==> src/design/adcms_regs.vh <==
// Behaviour
// After reset run normal mode, modulator tick every sixteen system clocks.
// Three-bit rate select picks conversion length; rates scale with system clock.
// Duty-cycle mode converts once then idles three conversion periods.
// Turbo mode ticks the modulator every eight system clocks, doubling rates.
// Sleep command lets a running conversion finish before powering down.
// Power-down turns analog and excitation off, opens switch, keeps settings.
// Begin-conversion wakes device, single or continuous per conversion mode bit.
// Register write wakes device but starts only one conversion.
// Serial link uses clock idle low, data sampled on second edge.
// Chip select high resets the port, ignores clock, floats data out.
// Master may hold chip select low permanently on an unshared bus.
// Master keeps serial clock low whenever the port is idle.
// Ready output falls on new result, rises on next serial clock rise.
// Unread continuous results: ready pulses high two modulator periods before falling.
// Dedicated ready output is always driven, chip select or not.
// Serial input sampled on falling clock edges, never driven.
// Data out shifts on rising serial clock edges.
// With ready-on-dataout enabled, data out falls together with ready.
// Incomplete command after 13955 or 27910 modulator periods resets the port.
// Register commands complete only after all their data bytes.
// Results are 16-bit two's complement words.
// Begin-conversion is 0000100x, sleep is 0000001x, low bit ignored.
// Conversion mode bit one selects continuous, needing begin-conversion to start.
// Results shift out most significant bit first, two bytes.
// A configuration field selects normal, duty-cycle or turbo mode.
`ifndef ADCMS_REGS_VH
`define ADCMS_REGS_VH

// Modulator dividers
`define ADCMS_DIV_NORMAL      4'd15
`define ADCMS_DIV_TURBO       4'd7

// Timeouts in modulator periods
`define ADCMS_TIMEOUT_NORMAL  15'd13955
`define ADCMS_TIMEOUT_TURBO   15'd27910

// Conversion length per rate code, code 0 in the low slice
`define ADCMS_CONV_PERIODS    {16'd256, 16'd256, 16'd400, 16'd800, 16'd1600, 16'd3200, 16'd6400, 16'd12800}

// Command bytes; reset, start and sleep with low bit masked, read and register commands by top nibble
`define ADCMS_CMD_RESET       7'h03
`define ADCMS_CMD_START       7'h04
`define ADCMS_CMD_SLEEP       7'h01
`define ADCMS_CMD_RDATA       4'h1
`define ADCMS_CMD_REG_READ_CMD        4'h2
`define ADCMS_CMD_REG_WRITE_CMD        4'h4

// Configuration bytes, byte 0 in the top slice
`define ADCMS_CFG_RESET       32'h00000000
`define ADCMS_RATE_MSB        23
`define ADCMS_RATE_LSB        21
`define ADCMS_MODE_MSB        20
`define ADCMS_MODE_LSB        19
`define ADCMS_CM_BIT          18
`define ADCMS_RDYM_BIT        1

// Operating mode codes
`define ADCMS_MODE_NORMAL     2'd0
`define ADCMS_MODE_DUTY       2'd1
`define ADCMS_MODE_TURBO      2'd2

// Idle periods in duty-cycle mode
`define ADCMS_DUTY_IDLE       2'd3

`endif

==> src/design/adcms_moddiv.v <==
`default_nettype none
module adcms_moddiv (
    // Clock and reset
    input  wire       clk,
    input  wire       reset,
    // Divide select
    input  wire [3:0] limit,
    // Modulator enable
    output reg        tick
);
    reg [3:0] cnt_q;

    always @(posedge clk or posedge reset) begin
        if (reset) begin
            cnt_q <= 4'h0;
            tick  <= 1'b0;
        end else if (cnt_q >= limit) begin
            cnt_q <= 4'h0;
            tick  <= 1'b1;
        end else begin
            cnt_q <= cnt_q + 4'h1;
            tick  <= 1'b0;
        end
    end
endmodule // adcms_moddiv
`default_nettype wire

==> src/design/adcms_fifo.v <==
`default_nettype none
module adcms_fifo #(
    parameter WIDTH = 16,
    parameter DEPTH = 32,
    parameter AW    = 5
) (
    // Clock and reset
    input  wire             clk,
    input  wire             reset,
    // Fill side
    input  wire [WIDTH-1:0] in_data,
    input  wire             in_valid,
    output reg              in_ready,
    // Drain side
    output wire [WIDTH-1:0] out_data,
    output reg              out_valid,
    input  wire             out_ready
);
    reg [WIDTH-1:0] mem [0:DEPTH-1];
    reg [AW-1:0]    wr_q;
    reg [AW-1:0]    rd_q;
    reg [AW:0]      cnt_q;
    wire            push = in_valid & in_ready;
    wire            pop  = out_valid & out_ready;
    wire [AW:0]     cnt_d = cnt_q + {{AW{1'b0}}, push} - {{AW{1'b0}}, pop};

    assign out_data = mem[rd_q];

    always @(posedge clk) begin
        if (push) begin
            mem[wr_q] <= in_data;
        end
    end

    always @(posedge clk or posedge reset) begin
        if (reset) begin
            wr_q      <= {AW{1'b0}};
            rd_q      <= {AW{1'b0}};
            cnt_q     <= {(AW+1){1'b0}};
            in_ready  <= 1'b1;
            out_valid <= 1'b0;
        end else begin
            if (push) begin
                wr_q <= (wr_q == DEPTH - 1) ? {AW{1'b0}} : wr_q + 1'b1;
            end
            if (pop) begin
                rd_q <= (rd_q == DEPTH - 1) ? {AW{1'b0}} : rd_q + 1'b1;
            end
            cnt_q     <= cnt_d;
            in_ready  <= (cnt_d != DEPTH);
            out_valid <= (cnt_d != {(AW+1){1'b0}});
        end
    end
endmodule // adcms_fifo
`default_nettype wire

==> src/design/adcms_core.v <==
`include "adcms_regs.vh"
`default_nettype none
module adcms_core #(
    parameter [14:0]  TIMEOUT_NORMAL = `ADCMS_TIMEOUT_NORMAL,
    parameter [14:0]  TIMEOUT_TURBO  = `ADCMS_TIMEOUT_TURBO,
    parameter [127:0] CONV_PERIODS   = `ADCMS_CONV_PERIODS,
    parameter         FIFO_DEPTH     = 32,
    parameter         FIFO_AW        = 5
) (
    // Clock and reset
    input  wire        clk,
    input  wire        reset,
    // Serial pins
    input  wire        cs_n,
    input  wire        sclk,
    input  wire        din,
    output reg         serial_out_with_ready,
    output reg         serial_out_oe,
    output reg         conversion_ready_n,
    // Filter result stream
    input  wire [15:0] filter_data,
    input  wire        filter_valid,
    output wire        filter_ready,
    // Analog control
    output reg         analog_enable,
    output reg         excitation_current_source,
    output reg         low_side_switch_closed,
    output reg         converting,
    // Configuration view
    output wire [2:0]  rate_select,
    output wire [1:0]  operating_mode,
    output wire        conversion_mode_bit,
    output wire        ready_on_dataout_enable
);
    localparam [1:0] PH_CMD  = 2'd0;
    localparam [1:0] PH_WR   = 2'd1;
    localparam [1:0] PH_RD   = 2'd2;
    localparam [1:0] ST_IDLE = 2'd0;
    localparam [1:0] ST_CONV = 2'd1;
    localparam [1:0] ST_DUTY = 2'd2;
    localparam [1:0] ST_SLP  = 2'd3;

    // Synchronisers
    reg        cs_s1_q;
    reg        cs_s2_q;
    reg        sclk_s1_q;
    reg        sclk_s2_q;
    reg        sclk_s3_q;
    reg        din_s1_q;
    reg        din_s2_q;
    // Serial state
    reg [1:0]  phase_q;
    reg [2:0]  bit_cnt_q;
    reg [7:0]  in_sh_q;
    reg [1:0]  byte_cnt_q;
    reg [1:0]  ptr_q;
    reg [31:0] out_sh_q;
    reg [14:0] to_cnt_q;
    reg [31:0] cfg_q;
    // Conversion state
    reg [1:0]  state_q;
    reg [15:0] conv_cnt_q;
    reg [1:0]  duty_n_q;
    reg        cont_q;
    reg        sleep_pend_q;
    reg [15:0] result_q;

    wire        mod_tick;
    wire [15:0] fifo_data;
    wire        fifo_valid;

    assign rate_select             = cfg_q[`ADCMS_RATE_MSB:`ADCMS_RATE_LSB];
    assign operating_mode          = cfg_q[`ADCMS_MODE_MSB:`ADCMS_MODE_LSB];
    assign conversion_mode_bit     = cfg_q[`ADCMS_CM_BIT];
    assign ready_on_dataout_enable = cfg_q[`ADCMS_RDYM_BIT];

    wire turbo = (operating_mode == `ADCMS_MODE_TURBO);
    wire duty  = (operating_mode == `ADCMS_MODE_DUTY);

    // Edges seen only while selected
    wire cs_active = ~cs_s2_q;
    wire sclk_rise = cs_active & sclk_s2_q & ~sclk_s3_q;
    wire sclk_fall = cs_active & ~sclk_s2_q & sclk_s3_q;

    // Byte assembly
    wire       byte_done = sclk_fall & (bit_cnt_q == 3'd7);
    wire [7:0] rx_byte   = {in_sh_q[6:0], din_s2_q};
    wire       in_cmd    = (phase_q == PH_CMD);

    // Command decode
    wire cmd_byte  = byte_done & in_cmd;
    wire reset_ev  = cmd_byte & (rx_byte[7:1] == `ADCMS_CMD_RESET);
    wire start_ev  = cmd_byte & (rx_byte[7:1] == `ADCMS_CMD_START);
    wire sleep_ev  = cmd_byte & (rx_byte[7:1] == `ADCMS_CMD_SLEEP);
    wire rdata_ev  = cmd_byte & (rx_byte[7:4] == `ADCMS_CMD_RDATA);
    wire reg_read_cmd_ev   = cmd_byte & (rx_byte[7:4] == `ADCMS_CMD_REG_READ_CMD);
    wire reg_write_cmd_ev   = cmd_byte & (rx_byte[7:4] == `ADCMS_CMD_REG_WRITE_CMD);
    wire wr_byte   = byte_done & (phase_q == PH_WR);
    wire wr_done   = wr_byte & (byte_cnt_q == 2'd0);
    wire rd_done   = byte_done & (phase_q == PH_RD) & (byte_cnt_q == 2'd0);

    // Timeout
    wire        busy     = ~in_cmd | (bit_cnt_q != 3'd0);
    wire [14:0] to_limit = turbo ? TIMEOUT_TURBO : TIMEOUT_NORMAL;
    wire        to_hit   = busy & (to_cnt_q >= to_limit);
    wire        if_rst   = ~cs_active | to_hit;

    // Conversion timing
    wire [15:0] period    = CONV_PERIODS[{rate_select, 4'h0} +: 16];
    wire [15:0] period_m2 = period - 16'h0002;
    // Partial first period after a command start is not counted
    wire        at_end    = (conv_cnt_q >= period);
    wire        conv_end  = (state_q == ST_CONV) & at_end & mod_tick & fifo_valid;
    wire        load_ok   = in_cmd & (bit_cnt_q == 3'd0) & ~sclk_rise;

    // Modulator clock
    adcms_moddiv u_moddiv (
        .clk   (clk),
        .reset (reset),
        .limit (turbo ? `ADCMS_DIV_TURBO : `ADCMS_DIV_NORMAL),
        .tick  (mod_tick)
    );

    // Result buffer
    adcms_fifo #(
        .WIDTH (16),
        .DEPTH (FIFO_DEPTH),
        .AW    (FIFO_AW)
    ) u_fifo (
        .clk       (clk),
        .reset     (reset),
        .in_data   (filter_data),
        .in_valid  (filter_valid),
        .in_ready  (filter_ready),
        .out_data  (fifo_data),
        .out_valid (fifo_valid),
        .out_ready (conv_end)
    );

    // Pin synchronisers
    always @(posedge clk or posedge reset) begin
        if (reset) begin
            cs_s1_q   <= 1'b1;
            cs_s2_q   <= 1'b1;
            sclk_s1_q <= 1'b0;
            sclk_s2_q <= 1'b0;
            sclk_s3_q <= 1'b0;
            din_s1_q  <= 1'b0;
            din_s2_q  <= 1'b0;
        end else begin
            cs_s1_q   <= cs_n;
            cs_s2_q   <= cs_s1_q;
            sclk_s1_q <= sclk;
            sclk_s2_q <= sclk_s1_q;
            sclk_s3_q <= sclk_s2_q;
            din_s1_q  <= din;
            din_s2_q  <= din_s1_q;
        end
    end

    // Serial port
    always @(posedge clk or posedge reset) begin
        if (reset) begin
            phase_q    <= PH_CMD;
            bit_cnt_q  <= 3'd0;
            in_sh_q    <= 8'h00;
            byte_cnt_q <= 2'd0;
            ptr_q      <= 2'd0;
            to_cnt_q   <= 15'd0;
        end else if (if_rst) begin
            phase_q    <= PH_CMD;
            bit_cnt_q  <= 3'd0;
            in_sh_q    <= 8'h00;
            byte_cnt_q <= 2'd0;
            to_cnt_q   <= 15'd0;
        end else begin
            if (sclk_fall) begin
                in_sh_q   <= rx_byte;
                bit_cnt_q <= bit_cnt_q + 3'd1;
            end
            if (reg_read_cmd_ev | reg_write_cmd_ev) begin
                phase_q    <= reg_read_cmd_ev ? PH_RD : PH_WR;
                ptr_q      <= rx_byte[3:2];
                byte_cnt_q <= rx_byte[1:0];
            end else if (wr_done | rd_done) begin
                phase_q <= PH_CMD;
            end else if (byte_done & ~in_cmd) begin
                byte_cnt_q <= byte_cnt_q - 2'd1;
                ptr_q      <= ptr_q + 2'd1;
            end
            if (byte_done & (in_cmd ? ~(reg_read_cmd_ev | reg_write_cmd_ev) : (wr_done | rd_done))) begin
                to_cnt_q <= 15'd0;
            end else if (busy & mod_tick) begin
                to_cnt_q <= to_cnt_q + 15'd1;
            end
        end
    end

    // Configuration bytes
    always @(posedge clk or posedge reset) begin
        if (reset) begin
            cfg_q <= `ADCMS_CFG_RESET;
        end else if (reset_ev) begin
            cfg_q <= `ADCMS_CFG_RESET;
        end else if (wr_byte) begin
            case (ptr_q)
                2'd0:    cfg_q[31:24] <= rx_byte;
                2'd1:    cfg_q[23:16] <= rx_byte;
                2'd2:    cfg_q[15:8]  <= rx_byte;
                default: cfg_q[7:0]   <= rx_byte;
            endcase
        end
    end

    // Conversion sequencer
    always @(posedge clk or posedge reset) begin
        if (reset) begin
            state_q      <= ST_CONV;
            conv_cnt_q   <= 16'h0000;
            duty_n_q     <= 2'd0;
            cont_q       <= 1'b0;
            sleep_pend_q <= 1'b0;
            result_q     <= 16'h0000;
        end else if (reset_ev) begin
            state_q      <= ST_CONV;
            conv_cnt_q   <= 16'h0000;
            cont_q       <= 1'b0;
            sleep_pend_q <= 1'b0;
        end else if (start_ev) begin
            state_q      <= ST_CONV;
            conv_cnt_q   <= 16'h0000;
            cont_q       <= conversion_mode_bit;
            sleep_pend_q <= 1'b0;
        end else if (wr_done) begin
            state_q      <= ST_CONV;
            conv_cnt_q   <= 16'h0000;
            cont_q       <= (state_q == ST_SLP) ? 1'b0 : cont_q;
            sleep_pend_q <= 1'b0;
        end else begin
            if (sleep_ev) begin
                if (state_q == ST_CONV) begin
                    sleep_pend_q <= 1'b1;
                end else begin
                    state_q <= ST_SLP;
                end
            end
            case (state_q)
                ST_CONV: begin
                    if (conv_end) begin
                        result_q   <= fifo_data;
                        conv_cnt_q <= 16'h0001;
                        duty_n_q   <= 2'd0;
                        if (sleep_pend_q | sleep_ev) begin
                            state_q      <= ST_SLP;
                            sleep_pend_q <= 1'b0;
                        end else if (cont_q & conversion_mode_bit) begin
                            state_q <= duty ? ST_DUTY : ST_CONV;
                        end else begin
                            state_q <= ST_IDLE;
                        end
                    end else if (mod_tick & ~at_end) begin
                        conv_cnt_q <= conv_cnt_q + 16'h0001;
                    end
                end
                ST_DUTY: begin
                    if (mod_tick) begin
                        if (at_end) begin
                            conv_cnt_q <= 16'h0001;
                            duty_n_q   <= duty_n_q + 2'd1;
                            if (duty_n_q == `ADCMS_DUTY_IDLE - 2'd1) begin
                                state_q <= ST_CONV;
                            end
                        end else begin
                            conv_cnt_q <= conv_cnt_q + 16'h0001;
                        end
                    end
                end
                ST_IDLE: begin
                    conv_cnt_q <= 16'h0000;
                end
                default: begin
                    conv_cnt_q <= 16'h0000;
                end
            endcase
        end
    end

    // Output shifter and ready
    always @(posedge clk or posedge reset) begin
        if (reset) begin
            out_sh_q              <= 32'h00000000;
            serial_out_with_ready <= 1'b1;
            serial_out_oe         <= 1'b0;
            conversion_ready_n    <= 1'b1;
        end else begin
            serial_out_oe <= cs_active;
            if (conv_end) begin
                conversion_ready_n <= 1'b0;
            end else if (sclk_rise) begin
                conversion_ready_n <= 1'b1;
            end else if ((state_q == ST_CONV) & cont_q & mod_tick &
                         (conv_cnt_q == period_m2)) begin
                conversion_ready_n <= 1'b1;
            end
            if (conv_end & load_ok) begin
                out_sh_q <= {fifo_data, 16'h0000};
                if (ready_on_dataout_enable) begin
                    serial_out_with_ready <= 1'b0;
                end
            end else if (rdata_ev) begin
                out_sh_q <= {result_q, 16'h0000};
            end else if (reg_read_cmd_ev) begin
                out_sh_q <= cfg_q << {rx_byte[3:2], 3'b000};
            end else if (sclk_rise) begin
                serial_out_with_ready <= out_sh_q[31];
                out_sh_q              <= {out_sh_q[30:0], 1'b0};
            end
        end
    end

    // Analog power control
    always @(posedge clk or posedge reset) begin
        if (reset) begin
            analog_enable             <= 1'b0;
            excitation_current_source <= 1'b0;
            low_side_switch_closed    <= 1'b0;
            converting                <= 1'b0;
        end else begin
            analog_enable             <= (state_q == ST_CONV);
            excitation_current_source <= (state_q != ST_SLP);
            low_side_switch_closed    <= (state_q != ST_SLP);
            converting                <= (state_q == ST_CONV);
        end
    end
endmodule // adcms_core
`default_nettype wire

==> config.mk <==
export PLATFORM = sky130hd
export DESIGN_NAME = adcms_core
export DESIGN_NICKNAME = d
export VERILOG_FILES = /design/src/design/adcms_moddiv.v /design/src/design/adcms_fifo.v /design/src/design/adcms_core.v
export VERILOG_INCLUDE_DIRS = /design/src /design/src/design
export SDC_FILE = /design/constraint.sdc
export NUM_CORES = 1
export LEC_CHECK = 0
export BUFFER_PORTS_ARGS = -buffer_cell sky130_fd_sc_hd__buf_4
export CORE_MARGIN = 1
export CORE_UTILIZATION = 45
export CTS_BUF_LIST = sky130_fd_sc_hd__clkbuf_4 sky130_fd_sc_hd__clkbuf_8
export DETAILED_ROUTE_END_ITERATION = 10
export GPL_TIMING_DRIVEN = 0
export SLEW_MARGIN = 20
export SYNTH_ARGS = -nofsm -noshare
export SYNTH_HDL_FRONTEND = slang
export SYNTH_SLANG_ARGS = --single-unit
==> constraint.sdc <==
create_clock -name clk -period 11 [get_ports clk]
set_input_delay 2.2 -clock clk [delete_from_list [all_inputs] [get_ports clk]]
set_output_delay 2.2 -clock clk [all_outputs]
set_load 0.02 [all_outputs]
==> flow_summary.yaml <==
outcome:
  status: "complete, no violations"
worst_setup_path:
  crit_type: "reg2reg"
  crit_required_ps: 11550
  cp_slowest_cell: "dfrtp_1"
  crit_top_cell: "inv_1"
  cp_cell_sequence: "inv_1 -> ha_1 -> nand2_1 -> ha_1 -> o21ai_0 -> nor4b_1 -> nor3_1 -> o21ai_1 -> inv_1 -> ha_1 -> inv_1 -> ha_1 -> inv_1 -> fa_1 -> inv_1 -> a21o_1 -> a21oi_1 -> xnor2_1 -> nor2_1 -> nor4b_1 -> nand2b_1"
  worst-r2r-cell-count: 21
  crit_family: "adder cells"
  cp-startpoint: "cfg_q[22]$_DFFE_PP0P_"
  cp-start-kind: "flop"
  max_stage_delay_ps: 570
  r2r_setup_slack_ps: 5850
  r2r-start: "cfg_q[22]$_DFFE_PP0P_"
  path_depth: 21
  crit_path_max_fanout: 10
  crit_path_end_kind: "flop"
  worst-endpoint-arrival_ps: 5700
  crit_buf_inv: 5
clock_tree:
  cts_made_buffers: 112
  cts_hold_buf: 0
  worstSkewPairLatency_ps: 740
  post_cts_resized: 0
  clkTransAtPathRegs_ps: 60
  cts_setup_buffers: 0
  clock-sinks: 680
  cts_buffer_depth: 3
  cts_tree: "yes"
  root_buffer: "clkbuf_8"
  cts-htree-levels: 3
logic_synthesis:
  synth_edf_count: 512
  synth_top_area_share: 0.528
  synth.most_common_cell: "edfxtp_1"
  avgSynthCellArea_um2: 14.3
  synth.distinct_cells: 69
  synth_seq_cells: 680
  yosysWarningCount: 0
  synth.area.top_cells: "edfxtp_1, dfrtp_1, mux2i_1"
  syn_inst: 2038
  synthTopCellsByCount: "edfxtp_1, mux2i_1, dfrtp_1, nor2_1, nand2_1"
  yosys.area.top_type: "edfxtp_1"
  synth_area_um2: 29100
  synth_ff_type: "edfxtp_1"
  ys_seq_area_frac: 0.672
  syn_nets: 2121
  async_flop_share: 0.247
job:
  cap_violations: 0
power:
  switchingPower_mw: 1.39
  comb_power_share: 0.080
  p_leak_nw: 11.6
  pwr-share-clk: 0.409
  ir_drop_mv: 0.105
  pwr_density_cell_nw_per_um2: 174
  switching_share: 0.240
  seq_power_share: 0.511
  power_mw: 5.81
  p_int_mw: 4.42
place:
  dpl_worst_slack_ps: 5870
  port_buffers: 36
  place_congestion: 0.888
  hpwl_um: 51200
floorplanning:
  row_count: 92
  io-pin-count: 37
  start_util: 0.458
  die_w_um: 256
  die_h_um: 256
  fp.coreArea_um2: 63500
  dieArea_um2: 65800
timing:
  fin_skew_ps: 53.0
  slew_viol_final: 0
  period_share: 0.468
  holdWs_ps: 348
  finalWorstSetupSlack_ps: 5850
  tns_ps: 0
  rsz0062_at_grt: "no"
  relSlewSlack: 0.177
  fmax_mhz: 194
  finalCriticalPeriod_ps: 5150
  final-setup-viol-count: 0
  finalHoldViolations: 0
  tightest_slew_ps: 1230
drt:
  drt_pass1_iterations: 5
  route.detailed.drc: 0
  via_per_inst: 5.72
  wl_per_cell_um: 23.9
  wirelength_um: 75600
  postRouteAntennaNets: 0
  vias: 18074
  drt_iter0_markers: 1769
grt:
  grt_pass1_wl_um: 114000
  grt_pass1_vias: 18163
  grt_max_degree: 97
  grt_overflow: 0
  antenna_found_initial: 4
  grt_usage: 0.230
finish:
  syn_to_final_growth_pct: 14.7
  diodes: 0
  nets: 2303
  utilization: 0.526
  drive_above_1_share: 0.172
worst_hold_path:
  holdCritStartpoint: "din_s1_q$_DFF_PP0_"
  hold_class: "reg2reg"
  hold_depth: 0
-- through the flow --
stage,cells,area [µm²]
floorplan,2038,29100
global placement,2920,30500
detailed placement,2952,31000
CTS,3162,33400
global route,3162,33400
finish,3162,33400
-- power by group through the flow --
stage               sequential [mW]  combinational (mW)  clock (mW)
floorplan                      3.01               0.267           0
global placement               3.02               0.407           0
detailed placement             3.02               0.464           0
CTS                            2.97               0.466        2.42
global route                   2.98               0.510        2.53
finish                         2.97               0.463        2.38
-- area by class of cell --
class / count / area [µm²]
sequential: 680 / 19600
clock inverter: 58 / 517
clock buffer: 152 / 1900
buffer: 122 / 527
tap: 846 / 1060
multi-input combinational: 1195 / 8950
inverter: 41 / 161
timing repair buffer: 68 / 704
fill: 5362 / 30100
-- cells by family (layout without fill, tap and decap cells) --
kind of cell / count (synthesis) / after routing / synth area share
compound gates: 339 / 339 / 0.0768
xor+xnor: 38 / 38 / 0.0114
fa+ha+maj: 61 / 61 / 0.0265
buf+inv: 163 / 441 / 0.0234
flops: 680 / 680 / 0.672
mux: 279 / 279 / 0.111
simple gates: 478 / 478 / 0.0790
-- cell usage in the layout, fill, tap and decap left out, drive strengths merged, types with 15 or more instances in the layout --
| cell type | n |
|---|---|
| a211oi | 32 |
| a21oi | 54 |
| a221oi | 32 |
| a22o | 17 |
| a31oi | 17 |
| buf | 118 |
| clkbuf | 224 |
| clkinv | 45 |
| dfrtp | 162 |
| edfxtp | 512 |
| ha | 60 |
| inv | 45 |
| mux2 | 22 |
| mux2i | 225 |
| mux4 | 32 |
| nand2 | 129 |
| nand3 | 55 |
| nand4 | 15 |
| nor2 | 147 |
| nor2b | 16 |
| nor3 | 19 |
| o21ai | 63 |
| o22ai | 80 |
| or3 | 29 |
| xnor2 | 20 |
| xor2 | 18 |
-- worst register-to-register path, cell delays in order (launching register included) --
cell,delay [ps]
dfrtp_1,570
inv_1,240
ha_1,240
nand2_1,110
ha_1,260
o21ai_0,150
nor4b_1,480
nor3_1,190
o21ai_1,440
inv_1,270
ha_1,350
inv_1,60
ha_1,160
inv_1,70
fa_1,420
inv_1,70
a21o_1,110
a21oi_1,70
xnor2_1,150
nor2_1,80
nor4b_1,420
nand2b_1,130
-- metal layers --
metal	GRT usage	wire (µm)	vias up
li1	-	-	8160
met1	0.306	32200	9200
met2	0.377	36500	562
met3	0.0441	4400	140
met4	0.0853	2410	12
met5	0	82	-
-- path summary, 6_finish.rpt --
path,to
worst max-delay path,u_fifo.out_valid$_DFF_PP0_
worst min-delay path,din_s2_q$_DFF_PP0_
worst max register to register,u_fifo.out_valid$_DFF_PP0_
worst min register to register,din_s2_q$_DFF_PP0_
max in group asynchronous,result_q[14]$_DFFE_PP0P_
min in group asynchronous,u_fifo.cnt_q[3]$_DFF_PP0_
-- state kept, by name, indices dropped and copies added, names as in the netlist, 6 cells and up --
register / count
u_fifo.cnt_q: 6
result_q: 16
out_sh_q: 32
u_fifo.mem: 512
to_cnt_q: 15
in_sh_q: 7
conv_cnt_q: 16
cfg_q: 32
No activity file was read; power rests on OpenSTA's default activity.
